File: src/osw_pkg.sv
`default_nettype none
package osw_pkg;
  // bus shape
  localparam int ADDR_W = 4;
  localparam int DATA_W = 16;

  // register word offsets
  localparam logic [3:0] OFS_FWD_SEL = 4'h0;
  localparam logic [3:0] OFS_REV_SEL = 4'h1;
  localparam logic [3:0] OFS_STOP_SEL = 4'h2;
  localparam logic [3:0] OFS_ESTOP_TQ = 4'h3;
  localparam logic [3:0] OFS_DECEL_MS = 4'h4;
  localparam logic [3:0] OFS_WARN_SEL = 4'h5;
  localparam logic [3:0] OFS_CTRL = 4'h6;
  localparam logic [3:0] OFS_STATUS = 4'h7;

  // reset (factory) values
  localparam logic [3:0] FWD_SEL_RST = 4'h2;
  localparam logic [3:0] REV_SEL_RST = 4'h3;
  localparam logic [7:0] STOP_SEL_RST = 8'h00;
  localparam logic [9:0] ESTOP_TQ_RST = 10'h320;
  localparam logic [13:0] DECEL_MS_RST = 14'h0000;
  localparam logic [3:0] WARN_SEL_RST = 4'h0;

  // setting codes and limits
  localparam logic [3:0] SEL_IGNORE = 4'h8;
  localparam logic [3:0] WARN_DETECT = 4'h1;
  localparam logic [9:0] ESTOP_TQ_MAX = 10'h320;
  localparam logic [13:0] DECEL_MS_MAX = 14'h2710;

  // control bit positions
  localparam int CTRL_SERVO_ON = 0;
  localparam int CTRL_MOVE = 1;
  localparam int CTRL_DIR_FWD = 2;
  localparam int CTRL_TORQUE = 3;
  localparam int CTRL_ALARM_CLEAR_COMMAND = 4;
  localparam int CTRL_RESTART = 5;

  // status bit positions
  localparam int ST_FWD_OT = 0;
  localparam int ST_REV_OT = 1;
  localparam int ST_WARN = 2;
  localparam int ST_ACT_LSB = 4;
  localparam int ST_HOLD_LSB = 8;
  localparam int ST_FSM_LSB = 12;

  // timing: one millisecond at the 25 MHz reference
  localparam int CLK_HZ = 25_000_000;
  localparam int MS_TIME_US = 1000;
  localparam int MS_CYCLES = CLK_HZ / 1_000_000 * MS_TIME_US;

  typedef enum logic [2:0] {
    ACT_NONE = 3'b000,
    ACT_DB = 3'b001,
    ACT_COAST = 3'b010,
    ACT_DEC_TQ = 3'b011,
    ACT_DEC_RAMP = 3'b100,
    ACT_ZERO_SPD = 3'b101
  } osw_act_t;

  typedef enum logic [1:0] {
    HOLD_NONE = 2'b00,
    HOLD_COAST = 2'b01,
    HOLD_ZERO = 2'b10
  } osw_hold_t;

  typedef enum logic [1:0] {
    FSM_RUN = 2'b00,
    FSM_STOP = 2'b01,
    FSM_HELD = 2'b10
  } osw_fsm_t;

  // lesser of configured torque and motor ceiling
  function automatic logic [9:0] osw_clip(input logic [9:0] a, input logic [9:0] b);
    return (a < b) ? a : b;
  endfunction : osw_clip
endpackage : osw_pkg
`default_nettype wire

File: src/osw_tick.sv
`timescale 1ns/1ns
`default_nettype none
module osw_tick import osw_pkg::*; #(
  parameter int CYCLES = MS_CYCLES
) (
  input wire logic ref_clk,
  input wire logic reset,
  output logic tick
);
  logic [31:0] cnt_q;

  if (CYCLES < 2) begin : g_chk
    $error("osw_tick: CYCLES must be at least 2");
  end

  // free running millisecond strobe
  always_ff @(posedge ref_clk or posedge reset) begin
    if (reset) begin
      cnt_q <= 32'h0;
      tick <= 1'b0;
    end else begin
      tick <= (cnt_q == 32'(CYCLES - 1));
      cnt_q <= (cnt_q == 32'(CYCLES - 1)) ? 32'h0 : cnt_q + 32'h1;
    end
  end

  a_tick_spacing: assert property (@(posedge ref_clk) disable iff (reset)
    tick |=> !tick) else $error("tick pulse lasted more than one cycle");
endmodule : osw_tick
`default_nettype wire

File: src/osw_ramp.sv
`timescale 1ns/1ns
`default_nettype none
module osw_ramp import osw_pkg::*; #(
  parameter int SPD_W = 16,
  parameter int TIME_W = 14
) (
  input wire logic ref_clk,
  input wire logic reset,
  input wire logic start,
  input wire logic [SPD_W-1:0] start_speed,
  input wire logic [SPD_W-1:0] max_speed,
  input wire logic [TIME_W-1:0] decel_ms,
  input wire logic ms_tick,
  output logic [SPD_W-1:0] speed_ref
);
  localparam int ACC_W = SPD_W + TIME_W + 1;
  logic [ACC_W-1:0] acc_q;
  logic [ACC_W-1:0] acc_sum;
  logic [ACC_W-1:0] span;
  logic step;

  // each ms adds max_speed worth of drop; at most one unit removed per clock, each costing decel_ms
  assign span = ACC_W'(decel_ms);
  assign acc_sum = acc_q + (ms_tick ? ACC_W'(max_speed) : '0);
  assign step = (speed_ref != '0) && (span != '0) && (acc_sum >= span);

  always_ff @(posedge ref_clk or posedge reset) begin
    if (reset) begin
      speed_ref <= '0;
      acc_q <= '0;
    end else if (start) begin
      speed_ref <= (decel_ms == '0) ? '0 : start_speed;
      acc_q <= '0;
    end else if (speed_ref == '0) begin
      acc_q <= '0;
    end else begin
      speed_ref <= step ? speed_ref - SPD_W'(1) : speed_ref;
      acc_q <= step ? acc_sum - span : acc_sum;
    end
  end

  a_zero_time_stop: assert property (@(posedge ref_clk) disable iff (reset)
    (start && decel_ms == '0) |=> speed_ref == '0) else $error("zero time did not stop");
endmodule : osw_ramp
`default_nettype wire

File: src/osw_overtravel.sv
// The register addresses and the address-and-strobe port were left to the implementer.
`timescale 1ns/1ns
`default_nettype none
// What this block does
// - forward limit honoured at 2, ignored at 8
// - reverse limit honoured at 3, ignored at 8
// - inactive limit input means overtravel that side
// - stop method digits choose stop and hold
// - torque control: brake or coast, then coast
// - torque deceleration capped by emergency stop torque
// - applied torque clipped to motor maximum
// - ramp time spans maximum speed to standstill
// - zero ramp time means zero-speed stop
// - warn on overtravel entry, only with servo on
// - warning detection enabled by low digit 1
// - warning never alters stop or commands
// - moving: warn only on command-side overtravel
// - idle: warn on either side
// - no warning at servo on during overtravel
// - warning holds until alarm clear command
// - after clear, rearm only once overtravel ends
// - soft limit does not block detection
module osw_overtravel import osw_pkg::*; #(
  parameter int MS_CYC = MS_CYCLES,
  parameter logic [15:0] MAX_SPEED = 16'h1770
) (
  input wire logic ref_clk,
  input wire logic reset,
  input wire logic [ADDR_W-1:0] reg_addr,
  input wire logic [DATA_W-1:0] reg_wdata,
  input wire logic reg_wr,
  input wire logic reg_rd,
  output logic [DATA_W-1:0] reg_rdata,
  input wire logic forward_limit_input,
  input wire logic reverse_limit_input,
  input wire logic [15:0] motor_speed,
  input wire logic [9:0] motor_max_torque,
  output logic forward_ot,
  output logic reverse_ot,
  output osw_act_t stop_action,
  output osw_hold_t hold_state,
  output logic [9:0] decel_torque_limit,
  output logic [15:0] speed_ref,
  output logic overtravel_warning
);
  if (MAX_SPEED == 16'h0) begin : g_chk
    $error("osw_overtravel: MAX_SPEED must be nonzero");
  end
  // the ramp drops at most one speed unit per clock, so one
  // millisecond must hold at least MAX_SPEED clocks
  if (MS_CYC < int'(MAX_SPEED)) begin : g_rate_chk
    $error("osw_overtravel: MS_CYC too small for the ramp rate");
  end

  // written settings
  logic [3:0] fwd_sel_q, rev_sel_q, warn_sel_q;
  logic [7:0] stop_sel_q;
  logic [9:0] estop_tq_q;
  logic [13:0] decel_ms_q;
  // settings in force since the last power-up or restart
  logic [3:0] fwd_sel_a, rev_sel_a;
  logic [7:0] stop_sel_a;
  logic warn_en_a;
  logic load_pend_q;
  // host commands
  logic servo_on_command, move_q, dir_fwd_q, torque_mode_q;
  logic alarm_clear_command;
  // detection and stop state
  logic qual_q;
  osw_fsm_t fsm_q, fsm_d;
  osw_act_t act_d;
  osw_hold_t hold_d;
  logic ms_tick, ramp_start;
  logic [15:0] ramp_speed;

  // bus decode
  wire wr_fwd = reg_wr && reg_addr == OFS_FWD_SEL;
  wire wr_rev = reg_wr && reg_addr == OFS_REV_SEL;
  wire wr_stop = reg_wr && reg_addr == OFS_STOP_SEL;
  wire wr_tq = reg_wr && reg_addr == OFS_ESTOP_TQ;
  wire wr_dec = reg_wr && reg_addr == OFS_DECEL_MS;
  wire wr_warn = reg_wr && reg_addr == OFS_WARN_SEL;
  wire wr_ctrl = reg_wr && reg_addr == OFS_CTRL;
  // out-of-range figures saturate at the documented maximum
  wire [9:0] tq_in = (reg_wdata[9:0] > ESTOP_TQ_MAX) ? ESTOP_TQ_MAX : reg_wdata[9:0];
  wire [13:0] dec_in = (reg_wdata[13:0] > DECEL_MS_MAX) ? DECEL_MS_MAX : reg_wdata[13:0];

  // setting registers
  always_ff @(posedge ref_clk or posedge reset) begin
    if (reset) begin
      fwd_sel_q <= FWD_SEL_RST;
      rev_sel_q <= REV_SEL_RST;
      stop_sel_q <= STOP_SEL_RST;
      estop_tq_q <= ESTOP_TQ_RST;
      decel_ms_q <= DECEL_MS_RST;
      warn_sel_q <= WARN_SEL_RST;
    end else begin
      if (wr_fwd) fwd_sel_q <= reg_wdata[3:0];
      if (wr_rev) rev_sel_q <= reg_wdata[3:0];
      if (wr_stop) stop_sel_q <= reg_wdata[7:0];
      if (wr_tq) estop_tq_q <= tq_in;
      if (wr_dec) decel_ms_q <= dec_in;
      if (wr_warn) warn_sel_q <= reg_wdata[3:0];
    end
  end

  // selects copied once after reset release, or on a restart request
  always_ff @(posedge ref_clk or posedge reset) begin
    if (reset) begin
      load_pend_q <= 1'b1;
      fwd_sel_a <= FWD_SEL_RST;
      rev_sel_a <= REV_SEL_RST;
      stop_sel_a <= STOP_SEL_RST;
      warn_en_a <= 1'b0;
    end else begin
      load_pend_q <= wr_ctrl && reg_wdata[CTRL_RESTART];
      if (load_pend_q) begin
        fwd_sel_a <= fwd_sel_q;
        rev_sel_a <= rev_sel_q;
        stop_sel_a <= stop_sel_q;
        warn_en_a <= (warn_sel_q == WARN_DETECT);
      end
    end
  end

  // command register; alarm clear is a one-cycle pulse
  always_ff @(posedge ref_clk or posedge reset) begin
    if (reset) begin
      servo_on_command <= 1'b0;
      move_q <= 1'b0;
      dir_fwd_q <= 1'b0;
      torque_mode_q <= 1'b0;
      alarm_clear_command <= 1'b0;
    end else begin
      alarm_clear_command <= wr_ctrl && reg_wdata[CTRL_ALARM_CLEAR_COMMAND];
      if (wr_ctrl) begin
        servo_on_command <= reg_wdata[CTRL_SERVO_ON];
        move_q <= reg_wdata[CTRL_MOVE];
        dir_fwd_q <= reg_wdata[CTRL_DIR_FWD];
        torque_mode_q <= reg_wdata[CTRL_TORQUE];
      end
    end
  end

  // limit selection: only code 8 switches a side off
  wire fwd_ot_d = (fwd_sel_a != SEL_IGNORE) && !forward_limit_input;
  wire rev_ot_d = (rev_sel_a != SEL_IGNORE) && !reverse_limit_input;

  // warning qualifier follows the command direction while moving
  wire qual_d = move_q ? (dir_fwd_q ? forward_ot : reverse_ot)
                       : (forward_ot || reverse_ot);
  // edge only: servo turning on mid-overtravel, or a cleared warning
  // with overtravel still present, sees no new rise; soft limits
  // are not an input here, so they never mask detection
  wire warn_set = warn_en_a && servo_on_command && qual_d && !qual_q;
  wire warn_d = warn_set || (overtravel_warning && !alarm_clear_command);

  always_ff @(posedge ref_clk or posedge reset) begin
    if (reset) begin
      forward_ot <= 1'b0;
      reverse_ot <= 1'b0;
      qual_q <= 1'b0;
      overtravel_warning <= 1'b0;
    end else begin
      forward_ot <= fwd_ot_d;
      reverse_ot <= rev_ot_d;
      qual_q <= qual_d;
      overtravel_warning <= warn_d;
    end
  end

  // stop method decode; torque control has no decelerating stop
  wire [3:0] dec_dig = stop_sel_a[7:4];
  wire [3:0] low_dig = stop_sel_a[3:0];
  wire use_low = torque_mode_q || dec_dig == 4'h0 || dec_dig > 4'h4;
  wire ramp_sel = dec_dig == 4'h3 || dec_dig == 4'h4;
  wire zero_hold = dec_dig == 4'h1 || dec_dig == 4'h3;

  always_comb begin
    if (use_low) begin
      act_d = (low_dig == 4'h2) ? ACT_COAST : ACT_DB;
      hold_d = HOLD_COAST;
    end else begin
      act_d = ramp_sel ? ((decel_ms_q == 14'h0) ? ACT_ZERO_SPD : ACT_DEC_RAMP)
                       : ACT_DEC_TQ;
      hold_d = zero_hold ? HOLD_ZERO : HOLD_COAST;
    end
  end

  // the warning plays no part in stopping
  wire ot_trip = servo_on_command && (forward_ot || reverse_ot);
  wire stopped = (stop_action == ACT_DEC_RAMP || stop_action == ACT_ZERO_SPD)
                 ? (ramp_speed == 16'h0) : (motor_speed == 16'h0);
  assign ramp_start = fsm_q == FSM_RUN && ot_trip;

  // run / stopping / held
  always_comb begin
    case (fsm_q)
      FSM_RUN: fsm_d = ot_trip ? FSM_STOP : FSM_RUN;
      FSM_STOP: fsm_d = !ot_trip ? FSM_RUN : (stopped ? FSM_HELD : FSM_STOP);
      FSM_HELD: fsm_d = ot_trip ? FSM_HELD : FSM_RUN;
      default: fsm_d = FSM_RUN;
    endcase
  end

  // action is latched at the trip and held until the state machine returns to run
  always_ff @(posedge ref_clk or posedge reset) begin
    if (reset) begin
      fsm_q <= FSM_RUN;
      stop_action <= ACT_NONE;
      hold_state <= HOLD_NONE;
    end else begin
      fsm_q <= fsm_d;
      if (fsm_d == FSM_RUN) begin
        stop_action <= ACT_NONE;
        hold_state <= HOLD_NONE;
      end else if (ramp_start) begin
        stop_action <= act_d;
        hold_state <= hold_d;
      end
    end
  end

  // torque ceiling tracks settings live, also while no stop uses it
  always_ff @(posedge ref_clk or posedge reset) begin
    if (reset) begin
      decel_torque_limit <= 10'h000;
      speed_ref <= 16'h0000;
    end else begin
      decel_torque_limit <= osw_clip(estop_tq_q, motor_max_torque);
      speed_ref <= (fsm_q == FSM_RUN) ? motor_speed : ramp_speed;
    end
  end

  osw_tick #(.CYCLES(MS_CYC)) u_tick (
    .ref_clk(ref_clk),
    .reset(reset),
    .tick(ms_tick)
  );

  osw_ramp #(.SPD_W(16), .TIME_W(14)) u_ramp (
    .ref_clk(ref_clk),
    .reset(reset),
    .start(ramp_start),
    .start_speed(motor_speed),
    .max_speed(MAX_SPEED),
    .decel_ms(decel_ms_q),
    .ms_tick(ms_tick),
    .speed_ref(ramp_speed)
  );

  // status read mux; unmapped reads return zero
  wire [DATA_W-1:0] status_w = {2'b00, fsm_q, 2'b00, hold_state, 1'b0, stop_action,
                                1'b0, overtravel_warning, reverse_ot, forward_ot};
  wire [DATA_W-1:0] ctrl_w = {12'h000, torque_mode_q, dir_fwd_q, move_q, servo_on_command};
  wire [DATA_W-1:0] rd_mux =
    (reg_addr == OFS_FWD_SEL) ? {12'h000, fwd_sel_q} :
    (reg_addr == OFS_REV_SEL) ? {12'h000, rev_sel_q} :
    (reg_addr == OFS_STOP_SEL) ? {8'h00, stop_sel_q} :
    (reg_addr == OFS_ESTOP_TQ) ? {6'h00, estop_tq_q} :
    (reg_addr == OFS_DECEL_MS) ? {2'h0, decel_ms_q} :
    (reg_addr == OFS_WARN_SEL) ? {12'h000, warn_sel_q} :
    (reg_addr == OFS_CTRL) ? ctrl_w :
    (reg_addr == OFS_STATUS) ? status_w : 16'h0000;

  always_ff @(posedge ref_clk or posedge reset) begin
    if (reset) reg_rdata <= 16'h0000;
    else reg_rdata <= reg_rd ? rd_mux : 16'h0000;
  end

  // limit selection guards
  a_fwd_ignored: assert property (@(posedge ref_clk) disable iff (reset)
    (fwd_sel_a == SEL_IGNORE && $stable(fwd_sel_a)) |-> !forward_ot)
    else $error("forward limit not ignored");
  a_fwd_honoured: assert property (@(posedge ref_clk) disable iff (reset)
    (fwd_sel_a != SEL_IGNORE && !load_pend_q && !forward_limit_input) |=> forward_ot)
    else $error("forward overtravel missed");
  a_rev_ignored: assert property (@(posedge ref_clk) disable iff (reset)
    (rev_sel_a == SEL_IGNORE && !load_pend_q && !reverse_limit_input) |=> !reverse_ot)
    else $error("reverse limit not ignored");
  // warning guards
  a_warn_servo_off: assert property (@(posedge ref_clk) disable iff (reset)
    (!servo_on_command && !overtravel_warning) |=> !overtravel_warning)
    else $error("warning raised with servo off");
  a_warn_held: assert property (@(posedge ref_clk) disable iff (reset)
    (overtravel_warning && !alarm_clear_command) |=> overtravel_warning)
    else $error("warning dropped without clear");
  a_warn_cleared: assert property (@(posedge ref_clk) disable iff (reset)
    (alarm_clear_command && !warn_set) |=> !overtravel_warning)
    else $error("alarm clear ignored");
  a_edge_only_warn: assert property (@(posedge ref_clk) disable iff (reset)
    (qual_q && qual_d && !overtravel_warning) |=> !overtravel_warning)
    else $error("warning raised without a new overtravel");
  a_opposite_side: assert property (@(posedge ref_clk) disable iff (reset)
    (move_q && dir_fwd_q && !forward_ot && !overtravel_warning) |=> !overtravel_warning)
    else $error("warning for opposite side");
  // stop guards
  a_torque_clip: assert property (@(posedge ref_clk) disable iff (reset)
    1'b1 |=> (decel_torque_limit <= $past(motor_max_torque)
              && decel_torque_limit <= $past(estop_tq_q)))
    else $error("stop torque above ceiling");
  a_torque_mode: assert property (@(posedge ref_clk) disable iff (reset)
    (ramp_start && torque_mode_q) |=> (stop_action inside {ACT_DB, ACT_COAST}
                                       && hold_state == HOLD_COAST))
    else $error("decelerating stop under torque control");
  a_trip_stops: assert property (@(posedge ref_clk) disable iff (reset)
    (fsm_q == FSM_RUN && ot_trip) |=> (fsm_q == FSM_STOP && stop_action != ACT_NONE))
    else $error("overtravel did not start a stop");
endmodule : osw_overtravel
`default_nettype wire

File: config.mk
export PLATFORM = sky130hd
export DESIGN_NAME = osw_overtravel
export DESIGN_NICKNAME = d
export VERILOG_FILES = /design/src/osw_pkg.sv /design/src/osw_tick.sv /design/src/osw_ramp.sv /design/src/osw_overtravel.sv
export SDC_FILE = /design/constraint.sdc
export NUM_CORES = 1
export LEC_CHECK = 0
export BUFFER_PORTS_ARGS = -buffer_cell sky130_fd_sc_hd__buf_2
export CAP_MARGIN = 25
export CORE_UTILIZATION = 55
export CTS_CLUSTER_SIZE = 14
export DETAILED_ROUTE_END_ITERATION = 8
export HOLD_SLACK_MARGIN = 0.03
export PLACE_DENSITY = 0.73
export SLEW_MARGIN = 20
export SYNTH_ARGS = -nofsm -noshare
export SYNTH_HDL_FRONTEND = slang
export SYNTH_HIERARCHICAL = 1
export SYNTH_SLANG_ARGS = --single-unit
File: constraint.sdc
create_clock -name ref_clk -period 8.71 [get_ports ref_clk]
set_input_delay 1.742 -clock ref_clk [delete_from_list [all_inputs] [get_ports ref_clk]]
set_output_delay 1.742 -clock ref_clk [all_outputs]
set_load 0.05 [all_outputs]
==> impl_results.html <==
<table>
<tr><th>Metric</th><th>Value</th></tr>
<tr><th colspan="2">Layout</th></tr>
<tr><td>Diodes inserted</td><td>0</td></tr>
<tr><td>Area grow syn2layout</td><td>11.2%</td></tr>
<tr><td>Final layout net count</td><td>about 1400</td></tr>
<tr><td>Fraction of final layout cells with drive strength greater than 1</td><td>20.1%</td></tr>
<tr><td>Finished layout cell area</td><td>0.0132 sq mm</td></tr>
<tr><th colspan="2">Drt</th></tr>
<tr><td>Routed length on met3</td><td>roughly 1.3 mm</td></tr>
<tr><td>Number of vias per cell</td><td>around 6.1</td></tr>
<tr><td>Metal2 WL</td><td>roughly 14 mm</td></tr>
<tr><td>Total Routed Length</td><td>29.6 mm</td></tr>
<tr><td>DRC violations left</td><td>0</td></tr>
<tr><td>Routed vias</td><td>9713</td></tr>
<tr><td>Pre-Repair DR Iteration Count</td><td>5</td></tr>
<tr><td>DR top layer</td><td>met5</td></tr>
<tr><td>Post-DR wirelength/cell</td><td>around 19 um</td></tr>
<tr><td>Met1 wire length</td><td>13.2 mm</td></tr>
<tr><td>Post-DRT Antenna Nets</td><td>0</td></tr>
<tr><td>Initial DRC Count</td><td>a little under 600</td></tr>
<tr><th colspan="2">Timing</th></tr>
<tr><td>Hold violation count in the final report</td><td>0</td></tr>
<tr><td>Max frequency</td><td>about 170 MHz</td></tr>
<tr><td>Accumulated negative setup slack</td><td>0 ns</td></tr>
<tr><td>Number of setup violations in the final report</td><td>0</td></tr>
<tr><td>Ratio of final minimum period to clock period</td><td>66.7%</td></tr>
<tr><td>Max Transition Viols Final</td><td>0</td></tr>
<tr><td>Relative slew margins</td><td>38.1%</td></tr>
<tr><td>RSZ-0062 raised after global routing</td><td>no</td></tr>
<tr><td>Tightest Pin Transition</td><td>approximately 0.93 ns</td></tr>
<tr><td>Final setup skew</td><td>0.0188 ns</td></tr>
<tr><td>Minimum period implied by the final worst setup slack</td><td>~5.8 ns</td></tr>
<tr><th colspan="2">Synth</th></tr>
<tr><td>Count of warnings emitted by yosys</td><td>6</td></tr>
<tr><td>Count of flip-flops with a built-in enable after synthesis</td><td>0</td></tr>
<tr><td>Synthesized area per cell</td><td>around 9.7 sq um</td></tr>
<tr><td>Count of state elements after synthesis</td><td>198</td></tr>
<tr><td>Leading cell types by count after synthesis</td><td>sky130_fd_sc_hd__dfrtp_1, sky130_fd_sc_hd__nand2_1, sky130_fd_sc_hd__nor2_1</td></tr>
<tr><td>Sequential element share of the synthesized area</td><td>41.8%</td></tr>
<tr><td>Number of different library cells in the post-synthesis netlist</td><td>93</td></tr>
<tr><td>Most used flip-flop cell after synthesis</td><td>sky130_fd_sc_hd__dfrtp_1</td></tr>
<tr><td>Number of instances in the synthesized netlist</td><td>1219</td></tr>
<tr><td>Dominant cell by count in the synthesized netlist</td><td>sky130_fd_sc_hd__dfrtp_1</td></tr>
<tr><td>Share of the synthesized area in the top cell type</td><td>around two fifths</td></tr>
<tr><td>Cell taking the most area after synthesis</td><td>sky130_fd_sc_hd__dfrtp_1</td></tr>
<tr><td>Top cells by area in the synthesized netlist</td><td>sky130_fd_sc_hd__dfrtp_1, sky130_fd_sc_hd__mux2_2, sky130_fd_sc_hd__ha_1, sky130_fd_sc_hd__nand2_1, sky130_fd_sc_hd__xnor2_1</td></tr>
<tr><td>Netlist area before placement</td><td>0.0119 sq mm</td></tr>
<tr><td>Share of synthesized flip-flops with an asynchronous set or reset</td><td>100%</td></tr>
<tr><th colspan="2">Worst setup path</th></tr>
<tr><td>Required time at the endpoint of the critical path</td><td>between 9 and 10 ns</td></tr>
<tr><td>RR Endpoint</td><td>u_ramp/acc_q[11]</td></tr>
<tr><td>Launch point of the worst reg-to-reg path</td><td>u_tick/tick</td></tr>
<tr><td>Reg2Reg Depth</td><td>19</td></tr>
<tr><td>Slowest cell on the critical path</td><td>sky130_fd_sc_hd__a2111oi_0</td></tr>
<tr><td>Crit Path Category</td><td>register to register</td></tr>
<tr><td>Largest driver fanout on the critical path</td><td>16</td></tr>
<tr><td>Arrival time of the worst setup path</td><td>between 6 and 7 ns</td></tr>
<tr><td>Longest individual stage delay on the worst path</td><td>0.67 ns</td></tr>
<tr><td>Critical Path, Cell by Cell</td><td>and2_1 -&gt; ha_1 -&gt; a21oi_1 -&gt; o21ai_1 -&gt; nand3_1 -&gt; nand2_1 -&gt; xor2_1 -&gt; ha_1 -&gt; and2_1 -&gt; o21a_1 -&gt; o21ai_0 -&gt; nor2b_1 -&gt; a21bo_2 -&gt; a2111oi_0 -&gt; nand3_1 -&gt; o21ai_0 -&gt; buf_4 -&gt; nor2_1 -&gt; o21a_1</td></tr>
<tr><td>Startpoint class of the critical path</td><td>register</td></tr>
<tr><td>Minimum setup slack among reg-to-reg paths</td><td>between 2 and 3 ns</td></tr>
<tr><td>Nature of the critical path endpoint</td><td>register</td></tr>
<tr><th colspan="2">Floorplanning</th></tr>
<tr><td>Core Area</td><td>0.0211 sq mm</td></tr>
<tr><td>Chip Width</td><td>about 150 um</td></tr>
<tr><td>Count of pins on the block boundary</td><td>102</td></tr>
<tr><td>Effective utilization at floorplan</td><td>56.3%</td></tr>
<tr><td>Num rows</td><td>53</td></tr>
<tr><td>Die area</td><td>0.0222 sq mm</td></tr>
<tr><td>Chip Height</td><td>around 150 um</td></tr>
<tr><th colspan="2">Power and ir drop</th></tr>
<tr><td>Switching power as a share of total power</td><td>approximately two fifths</td></tr>
<tr><td>Power Internal</td><td>2010 uW</td></tr>
<tr><td>Power density over the cells</td><td>259 mW/mm^2</td></tr>
<tr><td>Part of the total power dissipated in the clock network</td><td>23.3%</td></tr>
<tr><td>Combinational cell fraction of total power</td><td>38.8%</td></tr>
<tr><td>Leakage</td><td>0.00593 uW</td></tr>
<tr><td>Total net switching power</td><td>1400 uW</td></tr>
<tr><td>Largest vdd supply drop</td><td>0.149 mV</td></tr>
<tr><td>Post-route total power</td><td>about 3400 uW</td></tr>
<tr><td>Register share of total power</td><td>37.9%</td></tr>
<tr><th colspan="2">Clock network</th></tr>
<tr><td>Level count of the clock H-tree</td><td>4</td></tr>
<tr><td>CTS Hold Buffers Added</td><td>0</td></tr>
<tr><td>Number of buffers inserted by post-CTS setup repair</td><td>0</td></tr>
<tr><td>Clock root buffer</td><td>sky130_fd_sc_hd__clkbuf_16</td></tr>
<tr><td>Clock slew seen by the registers of the worst setup and hold paths</td><td>0.08 ns</td></tr>
<tr><td>Number of cells upsized or downsized after cts</td><td>0</td></tr>
<tr><td>Max Root-Sink Buffers</td><td>2</td></tr>
<tr><td>TritonCTS clock tree</td><td>yes</td></tr>
<tr><td>Num Clock Sinks</td><td>198</td></tr>
<tr><td>Number of buffers added by the clock tree synthesis step</td><td>17</td></tr>
<tr><td>Worst-Skew Late Latency</td><td>0.45 ns</td></tr>
<tr><th colspan="2">Global route</th></tr>
<tr><td>GR Util All Layers</td><td>around 28%</td></tr>
<tr><td>Wire length of the first global-routing pass</td><td>48.8 mm</td></tr>
<tr><td>Maximum number of pins on one net before global-route repair</td><td>63</td></tr>
<tr><td>Overall overflow remaining after global route</td><td>0</td></tr>
<tr><td>Initial antenna violation count</td><td>1</td></tr>
<tr><td>Number of global-route vias before repair</td><td>~9500</td></tr>
<tr><th colspan="2">Placement</th></tr>
<tr><td>Final estimated routing congestion in global placement</td><td>0.894</td></tr>
<tr><td>Cell area after placement</td><td>roughly 0.013 sq mm</td></tr>
<tr><td>I/O Buffers</td><td>97</td></tr>
<tr><td>DP Wirelength</td><td>21.4 mm</td></tr>
<tr><th colspan="2">Worst hold path</th></tr>
<tr><td>Worst hold path class</td><td>register to register</td></tr>
<tr><td>Cell count of the worst hold path</td><td>1</td></tr>
<tr><td>Hold Crit Endpoint</td><td>overtravel_warning</td></tr>
<tr><td>Source of the worst hold timing path</td><td>alarm_clear_command</td></tr>
<tr><th colspan="2">Status</th></tr>
<tr><td>Result of the run</td><td>complete, no violations</td></tr>
<tr><th colspan="2">Flow run</th></tr>
<tr><td>Number of max-capacitance violations reported</td><td>0</td></tr>
</table>
-- metal layers --
layer / GRT usage, % / vias to the layer above
li1: - / 4636
met1: 38.0 / 4769
met2: 44.7 / 244
met3: 4.89 / 62
met4: 10.9 / 2
met5: 0 / -
-- critical path: cells and delay by family, from the launching register on --
kind / cells / cell delay (ns)
AOI/OAI and AO/OA: 8 / 2.45
and+or+nand+nor: 7 / 1.43
adders and majority gates: 2 / 0.71
DFF: 1 / 0.58
buffers and inverters: 1 / 0.27
xor gates and xnor gates: 1 / 0.26
-- metrics by stage --
stage          setup WS, ns  hold slack [ns]  utilization, %  cells
3_3_place_gp           3.24            0.402            59.7   1566
4_1_cts                2.98            0.422            62.5   1598
6_report               2.90            0.421            62.6   1599
3_5_place_dp           3.13            0.413            59.7   1566
5_1_grt                2.39            0.434            62.6   1599
2_1_floorplan          3.86            0.400               -   1235
-- placed cells by master (no fill, tap or decap), types with 18 or more instances in the layout --
| cell | count |
|---|---|
| sky130_fd_sc_hd__and2_1 | 25 |
| sky130_fd_sc_hd__dfrtp_1 | 188 |
| sky130_fd_sc_hd__conb_1 | 18 |
| sky130_fd_sc_hd__buf_2 | 97 |
| sky130_fd_sc_hd__xor2_1 | 27 |
| sky130_fd_sc_hd__ha_1 | 41 |
| sky130_fd_sc_hd__a21oi_1 | 66 |
| sky130_fd_sc_hd__nor4_1 | 24 |
| sky130_fd_sc_hd__nand3_1 | 46 |
| sky130_fd_sc_hd__xnor2_1 | 45 |
| sky130_fd_sc_hd__nand2_1 | 109 |
| sky130_fd_sc_hd__o21ai_0 | 46 |
| sky130_fd_sc_hd__mux2_2 | 72 |
| sky130_fd_sc_hd__nor3_1 | 24 |
| sky130_fd_sc_hd__inv_1 | 44 |
| sky130_fd_sc_hd__nor2_1 | 79 |
| sky130_fd_sc_hd__nand4_1 | 36 |
-- registers in the layout, indices dropped and copies added (netlist names), 2 cells and up --
register	cells
fwd_sel_q	4
hold_state	2
rev_sel_q	4
estop_tq_q	10
stop_sel_q	8
fwd_sel_a	4
speed_ref	16
decel_ms_q	14
rev_sel_a	4
fsm_q	2
decel_torque_limit	10
stop_action	3
reg_rdata	14
u_ramp/speed_ref	16
u_ramp/acc_q	31
warn_sel_q	4
u_tick/cnt_q	32
stop_sel_a	8
-- worst max-delay path by stage --
stage,from,end,cells after the start
2_1_floorplan,reset,alarm_clear_command,1
3_3_place_gp,u_tick/tick,u_ramp/acc_q[11],19
3_5_place_dp,u_tick/tick,u_ramp/acc_q[11],19
4_1_cts,u_tick/tick,u_ramp/acc_q[3],19
5_1_grt,u_tick/tick,u_ramp/acc_q[3],19
6_report,u_tick/tick,u_ramp/acc_q[11],19
-- cells by family (layout without fill, tap and decap cells) --
group	count (synthesis)	in the layout	share of synthesized area, %
simple gates	459	459	21.2
compound gates	262	262	15.0
flops	198	198	41.8
buf+inv	93	182	3.48
mux	90	90	8.55
xor+xnor	72	72	5.31
fa+ha+maj	43	43	4.65
other cells	2	18	0.0632
-- final cells by class --
class                   instances  area (sq um)
fillers                      1809          7880
multi-input cells             944          6580
flip-flops and latches        198          4970
repair buffers                103           538
clock buffers                  17           425
well taps                     275           344
inverters                      47           180
clock inverters                15           174
-- power by group through the flow --
stage | Sequential [uW] | Clock (uW) | Combinational [uW]
finish | 1290 | 797 | 1320
CTS | 1290 | 813 | 1310
global route | 1320 | 849 | 1460
detailed placement | 1310 | 0 | 1300
floorplan | 1380 | 0 | 907
global placement | 1300 | 0 | 1260
No activity file was read; power rests on OpenSTA's default activity.
